<file path="config.mk">
export PLATFORM = sky130hd
export DESIGN_NAME = etx_ctrl
export DESIGN_NICKNAME = d
export VERILOG_FILES = /design/src/rtl/etx_pkg.sv /design/src/rtl/etx_ctrl.sv
export SDC_FILE = /design/constraint.sdc
export NUM_CORES = 1
export LEC_CHECK = 0
export BUFFER_PORTS_ARGS = -buffer_cell sky130_fd_sc_hd__buf_2
export CAP_MARGIN = 20
export CORE_MARGIN = 4
export CORE_UTILIZATION = 45
export DETAILED_ROUTE_END_ITERATION = 6
export PLACE_DENSITY_LB_ADDON = 0.3
export SLEW_MARGIN = 20
export SYNTH_ARGS = -nofsm -noshare
export SYNTH_HDL_FRONTEND = slang
export SYNTH_SLANG_ARGS = --single-unit
</file>
<file path="constraint.sdc">
create_clock -name clk_sys_in -period 2.26 [get_ports clk_sys_in]
set_input_delay 0.113 -clock clk_sys_in [delete_from_list [all_inputs] [get_ports clk_sys_in]]
set_output_delay 0.113 -clock clk_sys_in [all_outputs]
set_load 0.02 [all_outputs]
</file>
<file path="src/rtl/etx_pkg.sv">
// ----------------------------------------------------------------------------
// register map, field positions, reset values and timing
// ----------------------------------------------------------------------------
package etx_pkg;
    // register offsets
    localparam logic [7:0] ADDR_ERR_SEL = 8'h10;
    localparam logic [7:0] ADDR_ACCESS_CTRL = 8'h13;
    localparam logic [7:0] ADDR_JITTER_CTRL = 8'h18;
    localparam logic [7:0] ADDR_RX_EQ_CTRL = 8'h19;
    localparam logic [7:0] ADDR_RSVD_A = 8'h1a;
    localparam logic [7:0] ADDR_RSVD_B = 8'h1b;
    localparam logic [7:0] ADDR_CPL_ONE = 8'h1c;
    localparam logic [7:0] ADDR_CPL_TWO = 8'h1d;
    localparam logic [7:0] ADDR_CPL_THREE = 8'h1e;
    localparam logic [7:0] ADDR_CPL_FOUR = 8'h1f;
    // page 1 registers and status, placed on our own offsets
    localparam logic [7:0] ADDR_IRQ_MASK3 = 8'h20;
    localparam logic [7:0] ADDR_TX_PULSE = 8'h24;
    localparam logic [7:0] ADDR_STATUS = 8'h28;
    localparam logic [7:0] ADDR_TIMER_STAT = 8'h2c;
    // error selection fields
    localparam int BIT_BPV = 7;
    localparam int BIT_CRC = 6;
    localparam int BIT_FAS = 5;
    localparam int BIT_NFAS = 4;
    localparam int BIT_ZEROS = 3;
    localparam int BIT_PAYLOAD = 2;
    localparam int BIT_DEBOUNCE = 0;
    // interrupt mask word three fields
    localparam int BIT_T1_MASK = 2;
    localparam int BIT_T2_MASK = 1;
    // timer status bit positions
    localparam int BIT_T1_STAT = 5;
    localparam int BIT_T2_STAT = 4;
    localparam logic [7:0] TIMER_IRQ_VECTOR = 8'h08;
    localparam logic [7:0] REG_RESET = 8'h00;
    // insertion kinds
    localparam int NUM_INJ = 5;
    // debounce timing
    localparam int DEBOUNCE_MS = 14;
    localparam int DEBOUNCE_SLACK_MS = 2;
    localparam longint CLK_HZ = 125000000;
    localparam longint DEBOUNCE_CYCLES = (CLK_HZ / 1000) * DEBOUNCE_MS;
    localparam int DEBOUNCE_W = 21;
    // inverted non-frame alignment bit
    localparam int NFAS_ERR_BIT = 2;
endpackage : etx_pkg

</file>
<file path="src/rtl/etx_ctrl.sv">
// What this block does
// (RL1) masked-in rise of first timer status raises interrupt, vector 00001000.
// (RL2) masked-in rise of second timer status raises interrupt, vector 00001000.
// (RL3) rising bit 7 inserts exactly one bipolar violation.
// (RL4) held one, held zero or falling insertion bit does nothing.
// (RL5) rising bit 6 corrupts exactly one CRC-4 check.
// (RL6) rising bit 5 errors one bit of the frame alignment signal.
// (RL7) rising bit 4 inverts bit two of one non-frame alignment word.
// (RL8) bit 3 high sends all zeros in every slot; low sends normally.
// (RL9) rising bit 2 errors one payload bit.
// (RL10) bit 0 selects 14 ms signalling debounce or none.
// (RL11) effective debounce may run up to 2 ms longer than selected.
// (RL12) software writes zero to reserved locations 1AH and 1BH.
// (RL13) four custom pulse level registers hold seven-bit coefficients.
// (RL14) rises found by comparing new write to stored bit; applied at next position.
//
// Added by the designer: the Avalon-MM slave port.
`timescale 1ns/1ns
module etx_ctrl #(
    parameter longint DEBOUNCE_CYCLES = etx_pkg::DEBOUNCE_CYCLES
) (
    input wire logic clk_sys_in,
    input wire logic rst_n_in,
    // avalon-mm slave
    input wire logic [7:0] avs_address_in,
    input wire logic avs_read_in,
    input wire logic avs_write_in,
    input wire logic [31:0] avs_writedata_in,
    output logic [31:0] avs_readdata_out,
    output logic avs_waitrequest_out,
    // transmit stream with position markers
    input wire logic tx_bit_valid_in,
    input wire logic tx_data_in,
    input wire logic tx_ts0_in,
    input wire logic tx_fas_frame_in,
    input wire logic [2:0] tx_bit_pos_in,
    input wire logic tx_crc_bit_in,
    input wire logic tx_payload_in,
    output logic tx_data_out,
    output logic tx_pulse_en_out,
    output logic tx_bpv_out,
    // timer status and signalling
    input wire logic first_timer_stat_in,
    input wire logic second_timer_stat_in,
    input wire logic sig_state_in,
    output logic sig_state_out,
    output logic timer_irq_out,
    output logic [7:0] irq_vector_out,
    // pulse settings for the line side
    output logic [6:0] custom_level_one_coeff_out,
    output logic [6:0] custom_level_two_coeff_out,
    output logic [6:0] custom_level_three_coeff_out,
    output logic [6:0] custom_level_four_coeff_out,
    output logic [3:0] tx_pulse_ctrl_out
);

    // ------------------------------------------------------------------------
    // register storage
    // ------------------------------------------------------------------------
    logic [7:0] err_sel_reg;
    logic [7:0] access_ctrl_reg;
    logic [7:0] jitter_ctrl_reg;
    logic [7:0] rx_eq_ctrl_reg;
    logic [7:0] rsvd_a_reg;
    logic [7:0] rsvd_b_reg;
    logic [6:0] cpl_reg [0:3];
    logic [7:0] irq_mask3_reg;
    logic [3:0] tx_pulse_reg;
    logic ack_reg;
    logic wr_acc;
    logic rd_acc;

    assign wr_acc = avs_write_in && !avs_waitrequest_out;
    assign rd_acc = avs_read_in && !ack_reg;

    // one wait state per access
    always_ff @(posedge clk_sys_in or negedge rst_n_in) begin
        if (!rst_n_in) begin
            ack_reg <= 1'b0;
        end else begin
            ack_reg <= (avs_read_in || avs_write_in) && !ack_reg;
        end
    end

    // waitrequest is high unless the answer cycle
    always_ff @(posedge clk_sys_in or negedge rst_n_in) begin
        if (!rst_n_in) begin
            avs_waitrequest_out <= 1'b1;
        end else begin
            avs_waitrequest_out <= !((avs_read_in || avs_write_in) && !ack_reg);
        end
    end

    // software writes, committed at the accepting edge
    always_ff @(posedge clk_sys_in or negedge rst_n_in) begin
        if (!rst_n_in) begin
            err_sel_reg <= etx_pkg::REG_RESET;
            access_ctrl_reg <= etx_pkg::REG_RESET;
            jitter_ctrl_reg <= etx_pkg::REG_RESET;
            rx_eq_ctrl_reg <= etx_pkg::REG_RESET;
            rsvd_a_reg <= etx_pkg::REG_RESET;
            rsvd_b_reg <= etx_pkg::REG_RESET;
            irq_mask3_reg <= etx_pkg::REG_RESET;
            tx_pulse_reg <= 4'h0;
            for (int i = 0; i < 4; i++) begin
                cpl_reg[i] <= 7'h00;
            end
        end else if (wr_acc) begin
            case (avs_address_in)
                etx_pkg::ADDR_ERR_SEL: err_sel_reg <= avs_writedata_in[7:0] & 8'hfd;
                etx_pkg::ADDR_ACCESS_CTRL: access_ctrl_reg <= {5'h00, avs_writedata_in[2:0]};
                etx_pkg::ADDR_JITTER_CTRL: jitter_ctrl_reg <= avs_writedata_in[7:0] & 8'hfe;
                etx_pkg::ADDR_RX_EQ_CTRL: rx_eq_ctrl_reg <= avs_writedata_in[7:0];
                etx_pkg::ADDR_RSVD_A: rsvd_a_reg <= avs_writedata_in[7:0]; // RL12
                etx_pkg::ADDR_RSVD_B: rsvd_b_reg <= avs_writedata_in[7:0]; // RL12
                etx_pkg::ADDR_CPL_ONE: cpl_reg[0] <= avs_writedata_in[6:0]; // RL13
                etx_pkg::ADDR_CPL_TWO: cpl_reg[1] <= avs_writedata_in[6:0]; // RL13
                etx_pkg::ADDR_CPL_THREE: cpl_reg[2] <= avs_writedata_in[6:0]; // RL13
                etx_pkg::ADDR_CPL_FOUR: cpl_reg[3] <= avs_writedata_in[6:0]; // RL13
                etx_pkg::ADDR_IRQ_MASK3: irq_mask3_reg <= avs_writedata_in[7:0] & 8'h06;
                etx_pkg::ADDR_TX_PULSE: tx_pulse_reg <= avs_writedata_in[3:0];
                default: ;
            endcase
        end
    end

    // ------------------------------------------------------------------------
    // single-shot insertion requests
    // ------------------------------------------------------------------------
    logic [4:0] inj_new;
    logic [4:0] inj_old;
    logic [4:0] inj_pend_reg;
    logic [4:0] inj_done;
    logic err_sel_wr;

    assign err_sel_wr = wr_acc && (avs_address_in == etx_pkg::ADDR_ERR_SEL);
    assign inj_new = {avs_writedata_in[etx_pkg::BIT_BPV], avs_writedata_in[etx_pkg::BIT_CRC],
        avs_writedata_in[etx_pkg::BIT_FAS], avs_writedata_in[etx_pkg::BIT_NFAS],
        avs_writedata_in[etx_pkg::BIT_PAYLOAD]};
    assign inj_old = {err_sel_reg[etx_pkg::BIT_BPV], err_sel_reg[etx_pkg::BIT_CRC],
        err_sel_reg[etx_pkg::BIT_FAS], err_sel_reg[etx_pkg::BIT_NFAS],
        err_sel_reg[etx_pkg::BIT_PAYLOAD]};

    // stream position of each kind
    logic [4:0] pos_hit;
    assign pos_hit[4] = tx_bit_valid_in && tx_data_in; // mark-bit gets the violation
    assign pos_hit[3] = tx_bit_valid_in && tx_crc_bit_in;
    assign pos_hit[2] = tx_bit_valid_in && tx_ts0_in && tx_fas_frame_in && (tx_bit_pos_in != 3'h0);
    assign pos_hit[1] = tx_bit_valid_in && tx_ts0_in && !tx_fas_frame_in
        && (tx_bit_pos_in == 3'(etx_pkg::NFAS_ERR_BIT - 1));
    assign pos_hit[0] = tx_bit_valid_in && tx_payload_in;

    // pending flags, set wins
    genvar g;
    generate
        for (g = 0; g < etx_pkg::NUM_INJ; g++) begin : g_inj
            assign inj_done[g] = inj_pend_reg[g] && pos_hit[g] && !err_sel_reg[etx_pkg::BIT_ZEROS];
            always_ff @(posedge clk_sys_in or negedge rst_n_in) begin
                if (!rst_n_in) begin
                    inj_pend_reg[g] <= 1'b0;
                end else if (err_sel_wr && inj_new[g] && !inj_old[g]) begin
                    inj_pend_reg[g] <= 1'b1; // RL4 RL14
                end else if (inj_done[g]) begin
                    inj_pend_reg[g] <= 1'b0;
                end
            end
        end
    endgenerate

    // ------------------------------------------------------------------------
    // transmit stream modification
    // ------------------------------------------------------------------------
    always_ff @(posedge clk_sys_in or negedge rst_n_in) begin
        if (!rst_n_in) begin
            tx_data_out <= 1'b0;
            tx_pulse_en_out <= 1'b1;
            tx_bpv_out <= 1'b0;
        end else if (err_sel_reg[etx_pkg::BIT_ZEROS]) begin
            tx_data_out <= 1'b0; // RL8
            tx_pulse_en_out <= 1'b0; // RL8
            tx_bpv_out <= 1'b0;
        end else begin
            tx_pulse_en_out <= 1'b1;
            tx_bpv_out <= inj_done[4]; // RL3
            // crc, fas, nfas and payload errors each flip one bit
            tx_data_out <= tx_data_in ^ (inj_done[3] | inj_done[2] | inj_done[1] | inj_done[0]); // RL5 RL6 RL7 RL9
        end
    end

    // ------------------------------------------------------------------------
    // signalling debounce
    // ------------------------------------------------------------------------
    logic [etx_pkg::DEBOUNCE_W-1:0] deb_cnt_reg;
    logic sig_prev_reg;

    // counter restarts on any change
    always_ff @(posedge clk_sys_in or negedge rst_n_in) begin
        if (!rst_n_in) begin
            deb_cnt_reg <= '0;
            sig_prev_reg <= 1'b0;
        end else begin
            sig_prev_reg <= sig_state_in;
            if (sig_state_in != sig_prev_reg) begin
                deb_cnt_reg <= '0; // RL11
            end else if (deb_cnt_reg != etx_pkg::DEBOUNCE_W'(DEBOUNCE_CYCLES)) begin
                deb_cnt_reg <= deb_cnt_reg + 1'b1;
            end
        end
    end

    // debounced signalling state
    always_ff @(posedge clk_sys_in or negedge rst_n_in) begin
        if (!rst_n_in) begin
            sig_state_out <= 1'b0;
        end else if (!err_sel_reg[etx_pkg::BIT_DEBOUNCE]) begin
            sig_state_out <= sig_state_in; // RL10
        end else if (deb_cnt_reg == etx_pkg::DEBOUNCE_W'(DEBOUNCE_CYCLES)) begin
            sig_state_out <= sig_prev_reg; // RL10
        end
    end

    // ------------------------------------------------------------------------
    // timer interrupts
    // ------------------------------------------------------------------------
    logic t1_prev_reg;
    logic t2_prev_reg;
    logic t1_rise;
    logic t2_rise;

    assign t1_rise = first_timer_stat_in && !t1_prev_reg;
    assign t2_rise = second_timer_stat_in && !t2_prev_reg;

    always_ff @(posedge clk_sys_in or negedge rst_n_in) begin
        if (!rst_n_in) begin
            t1_prev_reg <= 1'b0;
            t2_prev_reg <= 1'b0;
        end else begin
            t1_prev_reg <= first_timer_stat_in;
            t2_prev_reg <= second_timer_stat_in;
        end
    end

    // one-cycle interrupt pulse with its vector
    always_ff @(posedge clk_sys_in or negedge rst_n_in) begin
        if (!rst_n_in) begin
            timer_irq_out <= 1'b0;
            irq_vector_out <= 8'h00;
        end else if ((t1_rise && irq_mask3_reg[etx_pkg::BIT_T1_MASK])
                     || (t2_rise && irq_mask3_reg[etx_pkg::BIT_T2_MASK])) begin
            timer_irq_out <= 1'b1; // RL1 RL2
            irq_vector_out <= etx_pkg::TIMER_IRQ_VECTOR; // RL1 RL2
        end else begin
            timer_irq_out <= 1'b0;
            irq_vector_out <= 8'h00;
        end
    end

    // ------------------------------------------------------------------------
    // pulse settings outputs
    // ------------------------------------------------------------------------
    always_ff @(posedge clk_sys_in or negedge rst_n_in) begin
        if (!rst_n_in) begin
            custom_level_one_coeff_out <= 7'h00;
            custom_level_two_coeff_out <= 7'h00;
            custom_level_three_coeff_out <= 7'h00;
            custom_level_four_coeff_out <= 7'h00;
            tx_pulse_ctrl_out <= 4'h0;
        end else begin
            custom_level_one_coeff_out <= cpl_reg[0];
            custom_level_two_coeff_out <= cpl_reg[1];
            custom_level_three_coeff_out <= cpl_reg[2];
            custom_level_four_coeff_out <= cpl_reg[3];
            tx_pulse_ctrl_out <= tx_pulse_reg;
        end
    end

    // ------------------------------------------------------------------------
    // read mux
    // ------------------------------------------------------------------------
    always_ff @(posedge clk_sys_in or negedge rst_n_in) begin
        if (!rst_n_in) begin
            avs_readdata_out <= 32'h0;
        end else if (rd_acc) begin
            case (avs_address_in)
                etx_pkg::ADDR_ERR_SEL: avs_readdata_out <= {24'h0, err_sel_reg};
                etx_pkg::ADDR_ACCESS_CTRL: avs_readdata_out <= {24'h0, access_ctrl_reg};
                etx_pkg::ADDR_JITTER_CTRL: avs_readdata_out <= {24'h0, jitter_ctrl_reg};
                etx_pkg::ADDR_RX_EQ_CTRL: avs_readdata_out <= {24'h0, rx_eq_ctrl_reg};
                etx_pkg::ADDR_RSVD_A: avs_readdata_out <= {24'h0, rsvd_a_reg};
                etx_pkg::ADDR_RSVD_B: avs_readdata_out <= {24'h0, rsvd_b_reg};
                etx_pkg::ADDR_CPL_ONE: avs_readdata_out <= {25'h0, cpl_reg[0]};
                etx_pkg::ADDR_CPL_TWO: avs_readdata_out <= {25'h0, cpl_reg[1]};
                etx_pkg::ADDR_CPL_THREE: avs_readdata_out <= {25'h0, cpl_reg[2]};
                etx_pkg::ADDR_CPL_FOUR: avs_readdata_out <= {25'h0, cpl_reg[3]};
                etx_pkg::ADDR_IRQ_MASK3: avs_readdata_out <= {24'h0, irq_mask3_reg};
                etx_pkg::ADDR_TX_PULSE: avs_readdata_out <= {28'h0, tx_pulse_reg};
                etx_pkg::ADDR_STATUS: avs_readdata_out <= {26'h0, sig_state_out, inj_pend_reg};
                etx_pkg::ADDR_TIMER_STAT: avs_readdata_out <= {26'h0, first_timer_stat_in,
                    second_timer_stat_in, 4'h0};
                default: avs_readdata_out <= 32'h0;
            endcase
        end
    end

endmodule : etx_ctrl

</file>
== Word level (Yosys, flattened, before mapping) ==
Cells that the tools add are included.

* Bits in registers: 183
* Input bits: 56
* Logic and storage cells: 148
* Output and inout bits: 78

* Add/sub/neg operators: 1
* Equal/unequal tests: 19
* Bitwise logic cells: 4
* Reduce and logical (&&, ||, !) cells: 69
* Muxes and demuxes: 20

{| class="wikitable"
|+ Operators with widths
! kind !! number
|-
| case mux 8 bit (14 select lines) || 1
|-
| equality test 8 x 5 -> 1 bit, second input constant || 10
|-
| two-way mux 21 bit || 2
|-
| logical AND 1 bit || 36
|-
| equality test 8 x 6 -> 1 bit, second input constant || 4
|-
| AND reduction 2 bit || 12
|-
| adder 21 x 1 -> 21 bit, second input constant || 1
|-
| equality test 21 bit, second input constant || 1
|-
| != test 21 bit, second input constant || 1
|-
| two-way mux 1 bit || 16
|-
| logical NOT 1 bit || 12
|-
| nonzero test 2 bit || 6
|-
| two-way mux 4 bit || 1
|-
| equality test 3 x 1 -> 1 bit, second input constant || 1
|-
| OR 1 bit || 3
|-
| nonzero test 3 bit || 1
|-
| logical OR 1 bit || 2
|-
| != test 2 x 1 -> 1 bit, second input constant || 1
|-
| != test 1 bit || 1
|-
| bitwise XOR 1 bit || 1
|}

== Longest topological paths before layout ==
Gate-level depths: netlist of run 1.

* Depth after elaboration: 10
* Gate-level depth with buffers: 9

== Worst setup path before layout of run 1 ==
No wires, ideal clock.

* Path type: flip-flop to flip-flop
* Start point: reg avs_waitrequest_out
* End point: reg cpl_reg[15] (netlist bit)
* Cell stages (with the launch flop): 5
* Arrival: 1.532 ns
* Period minus slack after synthesis: 1.657 ns
* Setup time: 0.125 ns
* Slack: 0.603 ns
* Buffers on the path: 0
* Required time: 2.135 ns
* Cell sequence: dfstp_2 nor2b_1 nand3_2 nor3b_4 mux2_2

* Longest elaborated chain between the ends: 3

{| class="wikitable"
|+ Ends and longest elaborated chain
! element !! line !! RTL
|-
| from (decl) || etx_ctrl.sv:30 || <nowiki>output logic avs_waitrequest_out,</nowiki>
|-
| from (signal assigned) || etx_ctrl.sv:90 || <nowiki>avs_waitrequest_out <= !((avs_read_in || avs_write_in) && !ack_reg);</nowiki>
|-
| logical NOT 1 bit || etx_ctrl.sv:73 || <nowiki>assign wr_acc = avs_write_in && !avs_waitrequest_out;</nowiki>
|-
| logical AND 1 bit || etx_ctrl.sv:73 ||
|-
| AND reduction 2 bit (no line) || n/a ||
|-
| to (decl) || etx_ctrl.sv:66 || <nowiki>logic [6:0] cpl_reg [0:3];</nowiki>
|}

No other way between the ends.
A chain may end at the register's enable or synchronous reset.

== Worst setup path in the final report of run 1 ==
* Start point: reg avs_waitrequest_out
* End point: reg rx_eq_ctrl_reg[4]

* Longest elaborated chain between the ends: 3

{| class="wikitable"
|+ Ends and longest elaborated chain
! element !! line !! RTL
|-
| logical NOT 1 bit || etx_ctrl.sv:73 ||
|-
| logical AND 1 bit || etx_ctrl.sv:73 ||
|-
| AND reduction 2 bit (no line) || n/a ||
|-
| to (signal assigned) || etx_ctrl.sv:100 || <nowiki>rx_eq_ctrl_reg <= etx_pkg::REG_RESET;</nowiki>
|-
| to (signal assigned) || etx_ctrl.sv:113 || <nowiki>etx_pkg::ADDR_RX_EQ_CTRL: rx_eq_ctrl_reg <= avs_writedata_in[7:0];</nowiki>
|-
| to (decl) || etx_ctrl.sv:63 || <nowiki>logic [7:0] rx_eq_ctrl_reg;</nowiki>
|}

No other way between the ends.

==> run summary, run 1 <==
- finished, final reports clean — outcome
- 360 ps — flop2flop setup slack
- 8 — largest driver fanout on the critical path
- 151 — clock tree sinks
- rx_eq_ctrl_reg[4] — destination of the worst register-to-register timing path
- 84.26% — period utilisation layout
- 2210 ps — Worst Path Arrival
- 452 — violation count after the first detailed-routing iteration
- register — category of the worst setup path launch point
- 11.99 µm² — syn_area_per_cell
- 64.22% — worst slew margin relative to its limit
- 17370 µm² — overall die area
- 14750 µm² — area of the core
- 151 — number of synthesized register bits
- 28 — number of flip-flops under the largest register name
- 54.60% — final standard cell utilization of the core
- dfrtp_1 (149), mux2_2 (69), buf_4 (38) — synth cell count leaders
- 11.81 mm — estimated wirelength of the detail-placed design
- yes — CTS tree
- 0.0004892 V — maximum resistive drop on vdd
- 63 — unique cell type count in the Yosys netlist
- dfstp_2 — CP max-delay cell
- dfrtp_1 — most common flop cell mapped by yosys
- 54.84% — sequential fraction of the synthesis area
- 46.74% — initial cell density of the core
- 5.554 — Via density
- 7375 µm² — placed standard-cell area
- 525.1 MHz — maximum frequency from static timing analysis
- reg -> reg — critical path class
- 300.4 ps — Setup Slack @ Placement
- 2 — Max Root-Sink Buffers
- 0 — DRC errors left
- 19.18 µm — average wire per standard cell
- 19.88% — global routing usage summed across all routing layers
- 0 — max-cap check violation count
- 5 — Pre-antenna DRT Iters
- 134 — top-level I/O count
- 1 — Bufs and invs on worst path
- nor2b_1 -> buf_4 -> and2_0 -> nand3_2 -> mux2_2 — series of cell instances along the critical path
- 59 — maximum number of pins on one net before global-route repair
- 0 — setup violators final
- avs_read_in — startpoint of the lowest-slack hold path
- 722 — number of nets in the layout
- avs_waitrequest_out — worst reg2reg startpoint
- register — critical path capture point type
- 0 ps — sum of negative setup slack
- dfrtp_1 (54%), mux2_2 (11%), buf_4 (4.1%), nand2_1 (2.0%), mux2i_1 (1.9%) — top post-synthesis cells by area
- 131.8 µm — die span in x
- 0 — number of antenna cells inserted
- 0 — Post-synth EDFFs
- 6895 µm² — area of the mapped netlist
- 0 — remaining antenna violation count after routing
- 5012 — number of global-route vias before repair
- 16.84% — area delta synth->final
- 3.920 nW — Pleak
- 32.35% — proportion of layout cells with a drive suffix above 1
- 131.8 µm — die height
- 536.7 ps — Least-Margin Pin Slew
- 9.926 ps — Max Clock Skew
- 0 — aggregate global routing overflow
- 27.04 mm — first-pass GRT wire length
- dfrtp_1 — cell type with the largest total area after synthesis
- in -> reg — path class of the lowest-slack min-delay path
- 4 — CTS H-tree depth
- 575 — cell count after synthesis
- 78 — PortBufs
- 0 — Yosys warning count
- 430 ps — worst-skew pair later-pin latency
- clkbuf_16 — CTS root buf
- 4782 — Via Count
- 8056 µm² — post-route design area
- 44 — count of standard-cell rows
- 5 — r2r worst-path depth
- 3 — worst hold path stage count
- 54.07% — post-synth top area share
- avs_waitrequest_out — terminating pin of the worst hold path
- 1904 ps — crit path time final
- 0 — antenna violations before repair
- 2570 ps — CP Data Required Time
- 16.51 mm — WL final
- simple AND/OR/NAND/NOR gates — cell class contributing the biggest share of worst-path delay
- 0.9031 — last weighted congestion value of the routability-driven placer
- 771.5 nW/µm² — power density normalized to cell area
- 17 — clock buffer count from CTS
- 60 ps — CTS clock-pin slew for the worst setup and hold paths
- 0 — Final Hold Vio Count
- 0 — final slew viol count
- dfrtp_1 — most numerous cell in the Yosys netlist
- 100.0% — share of async-settable or async-resettable flops after synthesis
- 380 ps — CP max stage delay
- 355.7 ps — post-route worst setup slack
- no — RSZ-0062 raised after global routing
placed cells by master, fill, tap and decap left out, types with 4 or more instances in the layout:
| cell | instances |
|---|---|
| a21oi_1 | 9 |
| a22oi_1 | 6 |
| a32o_1 | 7 |
| and2_1 | 5 |
| and3_1 | 4 |
| buf_2 | 77 |
| buf_4 | 15 |
| clkbuf_16 | 17 |
| conb_1 | 31 |
| dfrtp_1 | 149 |
| dlygate4sd3_1 | 7 |
| inv_1 | 17 |
| inv_6 | 8 |
| mux2_2 | 69 |
| mux2i_1 | 13 |
| mux4_2 | 4 |
| nand2_1 | 37 |
| nand2b_1 | 4 |
| nand3_1 | 21 |
| nand3b_1 | 4 |
| nand4_1 | 5 |
| nor2_1 | 31 |
| nor2_2 | 4 |
| nor2b_1 | 7 |
| nor3_1 | 12 |
| nor4b_1 | 4 |
| o21ai_0 | 17 |
| o22ai_1 | 7 |
| or3_1 | 7 |
| xnor2_1 | 10 |
| xor2_1 | 7 |
metal layers:
layer  share of wire (%)  wire length (µm)  GRT usage, %  vias to the layer above
li1                    -                 -             -                     2163
met1                  41              6803         24.54                     2407
met2                  50              8311         33.98                      178
met3                 6.2              1029         5.000                       34
met4                 2.2               366         7.235                        0
met5                   0                 0             0                        -
report_power, final:
part           internal (mW)  switching, mW
logic                  0.148          0.314
clock network           1.71           1.22
registers               2.78         0.0507
total                   4.63           1.58
cell type report:
cell class                      count  area (µm²)
Inverter                           17       63.81
Clock inverter                     14       172.7
Clock buffer                       18       439.2
Sequential cell                   151        3781
Timing Repair Buffer              102       619.3
Tap cell                          184       230.2
Fill cell                        1235        6698
Multi-Input combinational cell    375        2750
worst reg2reg max path, stage by stage, from the launching register on:
cell	delay, ps
dfstp_2	380
nor2b_1	270
buf_4	190
and2_0	270
nand3_2	300
mux2_2	390
worst max path at each step:
stage	startpoint	endpoint	slack, ps	cells after the start
final	avs_waitrequest_out	rx_eq_ctrl_reg[4]	360	5
after global routing	deb_cnt_reg[1]	deb_cnt_reg[20]	220	6
after CTS	deb_cnt_reg[1]	deb_cnt_reg[18]	370	6
after detailed placement	avs_address_in[7]	cpl_reg[19]	300	5
after global placement	avs_address_in[0]	rsvd_b_reg[3]	370	4
after floorplan	avs_waitrequest_out	cpl_reg[15]	600	4
stage by stage:
step / cells / hold slack [ps] / total power [mW]
3_5_place_dp: 822 / 121.3 / 3.329
2_1_floorplan: 605 / -182.6 / 3.168
3_3_place_gp: 822 / 108.5 / 3.313
6_report: 861 / 15.61 / 6.215
5_1_grt: 861 / 26.88 / 6.453
4_1_cts: 861 / 4.141 / 6.266
what timing repair did:
item                      4_1_cts  5_1_grt
hold endpoints to repair       65        0
resized for setup               0        0
hold buffers                    7        0
buffers inserted                0        0
cell families (layout without fill, tap and decap cells):
kind of cell	after synthesis	after routing	synth area share, %
and+or+nand+nor	167	167	13.79
DFF	151	151	54.84
muxes	87	87	14.63
buffers and inverters	79	151	6.913
AOI/OAI and AO/OA	71	71	7.258
xor gates and xnor gates	17	17	2.159
adders and majority gates	2	2	0.3629
other	1	31	0.05438
Note: power is estimated with default switching activity, not from simulation.
==> run 2, diff against run 1 <==
==> constraint.sdc (replaced) <==
create_clock -name clk_sys_in -period 1.9 [get_ports clk_sys_in]
set_input_delay 0.095 -clock clk_sys_in [delete_from_list [all_inputs] [get_ports clk_sys_in]]
set_output_delay 0.095 -clock clk_sys_in [all_outputs]
set_load 0.02 [all_outputs]
==> run 2 against run 1 <==
Against the previous run:
- first-iteration DRC count decreased by 0.88%
- critical path depth rose by 1
- final cell count increased by 1.9%
- largest cell class unchanged
- sequential cell count did not move
- sequential share of layout area shrank 0.91 points
- via count grew 1.6%
- sequential power is 19% higher
- register-to-register slack worse by 250 ps
- non-clock buffer count rose by 16
- critical path type unchanged
- largest power group unchanged
- design area up 2.0%
==> run summary, run 2 (synthesis gave the netlist of run 1 again) <==
- 16.40 ps — worst hold-check slack, +0.7888 ps
- 19.03 µm — average wire per standard cell, -0.75%
- 448 — violation count after the first detailed-routing iteration, -0.88%
- 44 — count of standard-cell rows, unchanged
- 0 — remaining antenna violation count after routing, unchanged
- 4 — CTS H-tree depth, unchanged
- reg -> reg — critical path class
- 0 — number of antenna cells inserted, unchanged
- 19.20% — area delta synth->final
- 46.74% — initial cell density of the core, unchanged
- 738 — number of nets in the layout, +2.2%
- 19.74% — global routing usage summed across all routing layers, -0.14 points
- 0 — aggregate global routing overflow, unchanged
- 8219 µm² — post-route design area, +2.0%
- 47 — maximum number of pins on one net before global-route repair, -20%
- 11.79 mm — estimated wirelength of the detail-placed design, -0.13%
- 2200 ps — CP Data Required Time, -370 ps
- clkbuf_16 — CTS root buf
- 78 — PortBufs, unchanged
- 70 ps — CTS clock-pin slew for the worst setup and hold paths, about the same
- 151 — clock tree sinks, unchanged
- 32.06% — met2 layer usage reported by global route, -1.9 points
- 25.02% — met1 track utilization from global routing, +0.48 points
- 53.29 ps — Setup Slack @ Placement, -247.1 ps
- 131.8 µm — die span in x, unchanged
- 4.007 nW — Pleak, +2.2%
- 0 — setup violators final, unchanged
- 16.69 mm — WL final, +1.1%
- in -> reg — path class of the lowest-slack min-delay path
- dfrtp_1 — most frequent standard cell in the layout excluding fill and tap cells
- 2 — Max Root-Sink Buffers, unchanged
- 108.3 ps — post-route worst setup slack, -247.4 ps
- 14750 µm² — area of the core, unchanged
- 6 — largest driver fanout on the critical path, -2
- yes — RSZ-0062 raised after global routing
- 26.84 mm — first-pass GRT wire length, -0.74%
- 12.31 ps — Max Clock Skew, +2.384 ps
- 0 — Final Hold Vio Count, unchanged
- 0 — antenna violations before repair, unchanged
- finished, final reports clean — outcome
- 4949 — number of global-route vias before repair, -1.3%
- 0 — final slew viol count, unchanged
- 0.0007800 V — maximum resistive drop on vdd, +59%
- 2100 ps — Worst Path Arrival, -110 ps
- 33.91% — proportion of layout cells with a drive suffix above 1, +1.6 points
- 17370 µm² — overall die area, unchanged
- 5.539 — Via density, -0.26%
- 4858 — Via Count, +1.6%
- 131.8 µm — die height, unchanged
- yes — CTS tree
- met2 — global routing's busiest layer
- 134 — top-level I/O count, unchanged
- dfrtp_1 (148), buf_2 (77), mux2_2 (69), nand2_1 (37) — commonest cells after routing, fill and taps aside
- register — category of the worst setup path launch point
- 94.30% — period utilisation layout, +10 points
- 7497 µm² — placed standard-cell area, +1.7%
- 1792 ps — crit path time final, -112.6 ps
- 5 — Pre-antenna DRT Iters, unchanged
- 430 ps — worst-skew pair later-pin latency, about the same
- 558.1 MHz — maximum frequency from static timing analysis, +6.3%
- 903.9 nW/µm² — power density normalized to cell area, +17%
- 0.8996 — last weighted congestion value of the routability-driven placer, -0.39%
- 5.115% — routing usage on met3, +0.11 points
- 0 — max-cap check violation count, unchanged
- 28 — number of flip-flops under the largest register name, unchanged
- register — critical path capture point type
- 17 — clock buffer count from CTS, unchanged
- 0 — DRC errors left, unchanged
==> run 2: routing by layer <==
layer	part of all wire [%]	wire, µm
met4	3.3	543
met1	43	7142
met3	5.6	937
met5	0	0
met2	48	8068
==> run 2: cell type report <==
class / instances / area, µm²
well taps: 184 / 230.2
repair buffers: 118 / 769.5
clock buffers: 17 / 425.4
inverters: 17 / 63.81
multi-input cells: 375 / 2753
fillers: 1244 / 6535
flip-flops and latches: 151 / 3782
clock inverters: 15 / 195.2
==> run 2: path summary, 6_finish.rpt <==
path                                     start                              end  slack [ps]  cells past startpoint
worst min-delay path              avs_write_in              avs_waitrequest_out          20                      3
worst max register to register  deb_cnt_reg[0]                  deb_cnt_reg[20]         110                      6
worst min register to register     cpl_reg[14]    custom_level_two_coeff_out[0]         400                      0
worst max-delay path            deb_cnt_reg[0]                  deb_cnt_reg[20]         110                      6
min in group asynchronous             rst_n_in   custom_level_four_coeff_out[0]         140                      2
max in group asynchronous             rst_n_in  custom_level_three_coeff_out[2]        1070                      3
==> run 2: stage by stage <==
| step | util [%] | power, mW | TNS, ps | instances |
|---|---|---|---|---|
| final | 55.71 | 7.430 | 0 | 877 |
| after global placement | 50.81 | 3.957 | 0 | 835 |
| after floorplan | - | 3.769 | 0 | 605 |
| after detailed placement | 50.81 | 3.976 | 0 | 835 |
| after global routing | 55.71 | 7.713 | -40.53 | 877 |
| after CTS | 55.63 | 7.477 | 0 | 876 |
==> run 2: power by group <==
part           total [mW]  switching (mW)  internal [mW]
Clock                3.50            1.58           1.92
Combinational       0.570           0.381          0.189
Sequential           3.36          0.0596           3.30
Total                7.43            2.02           5.41
==> run 2: what timing repair did <==
item | 4_1_cts | 5_1_grt
buffers inserted | 0 | 1
endpoints found under the setup margin | 0 | 19
endpoints found under the hold margin | 133 | 0
gates resized for setup | 0 | 2
hold buffers | 9 | 0
==> run 2: critical path: stages, from the launching register on <==
cell,delay (ps)
dfrtp_1,410
ha_1,210
and4_1,300
nand4_1,270
nor3_1,260
and3b_1,180
nor3_1,40
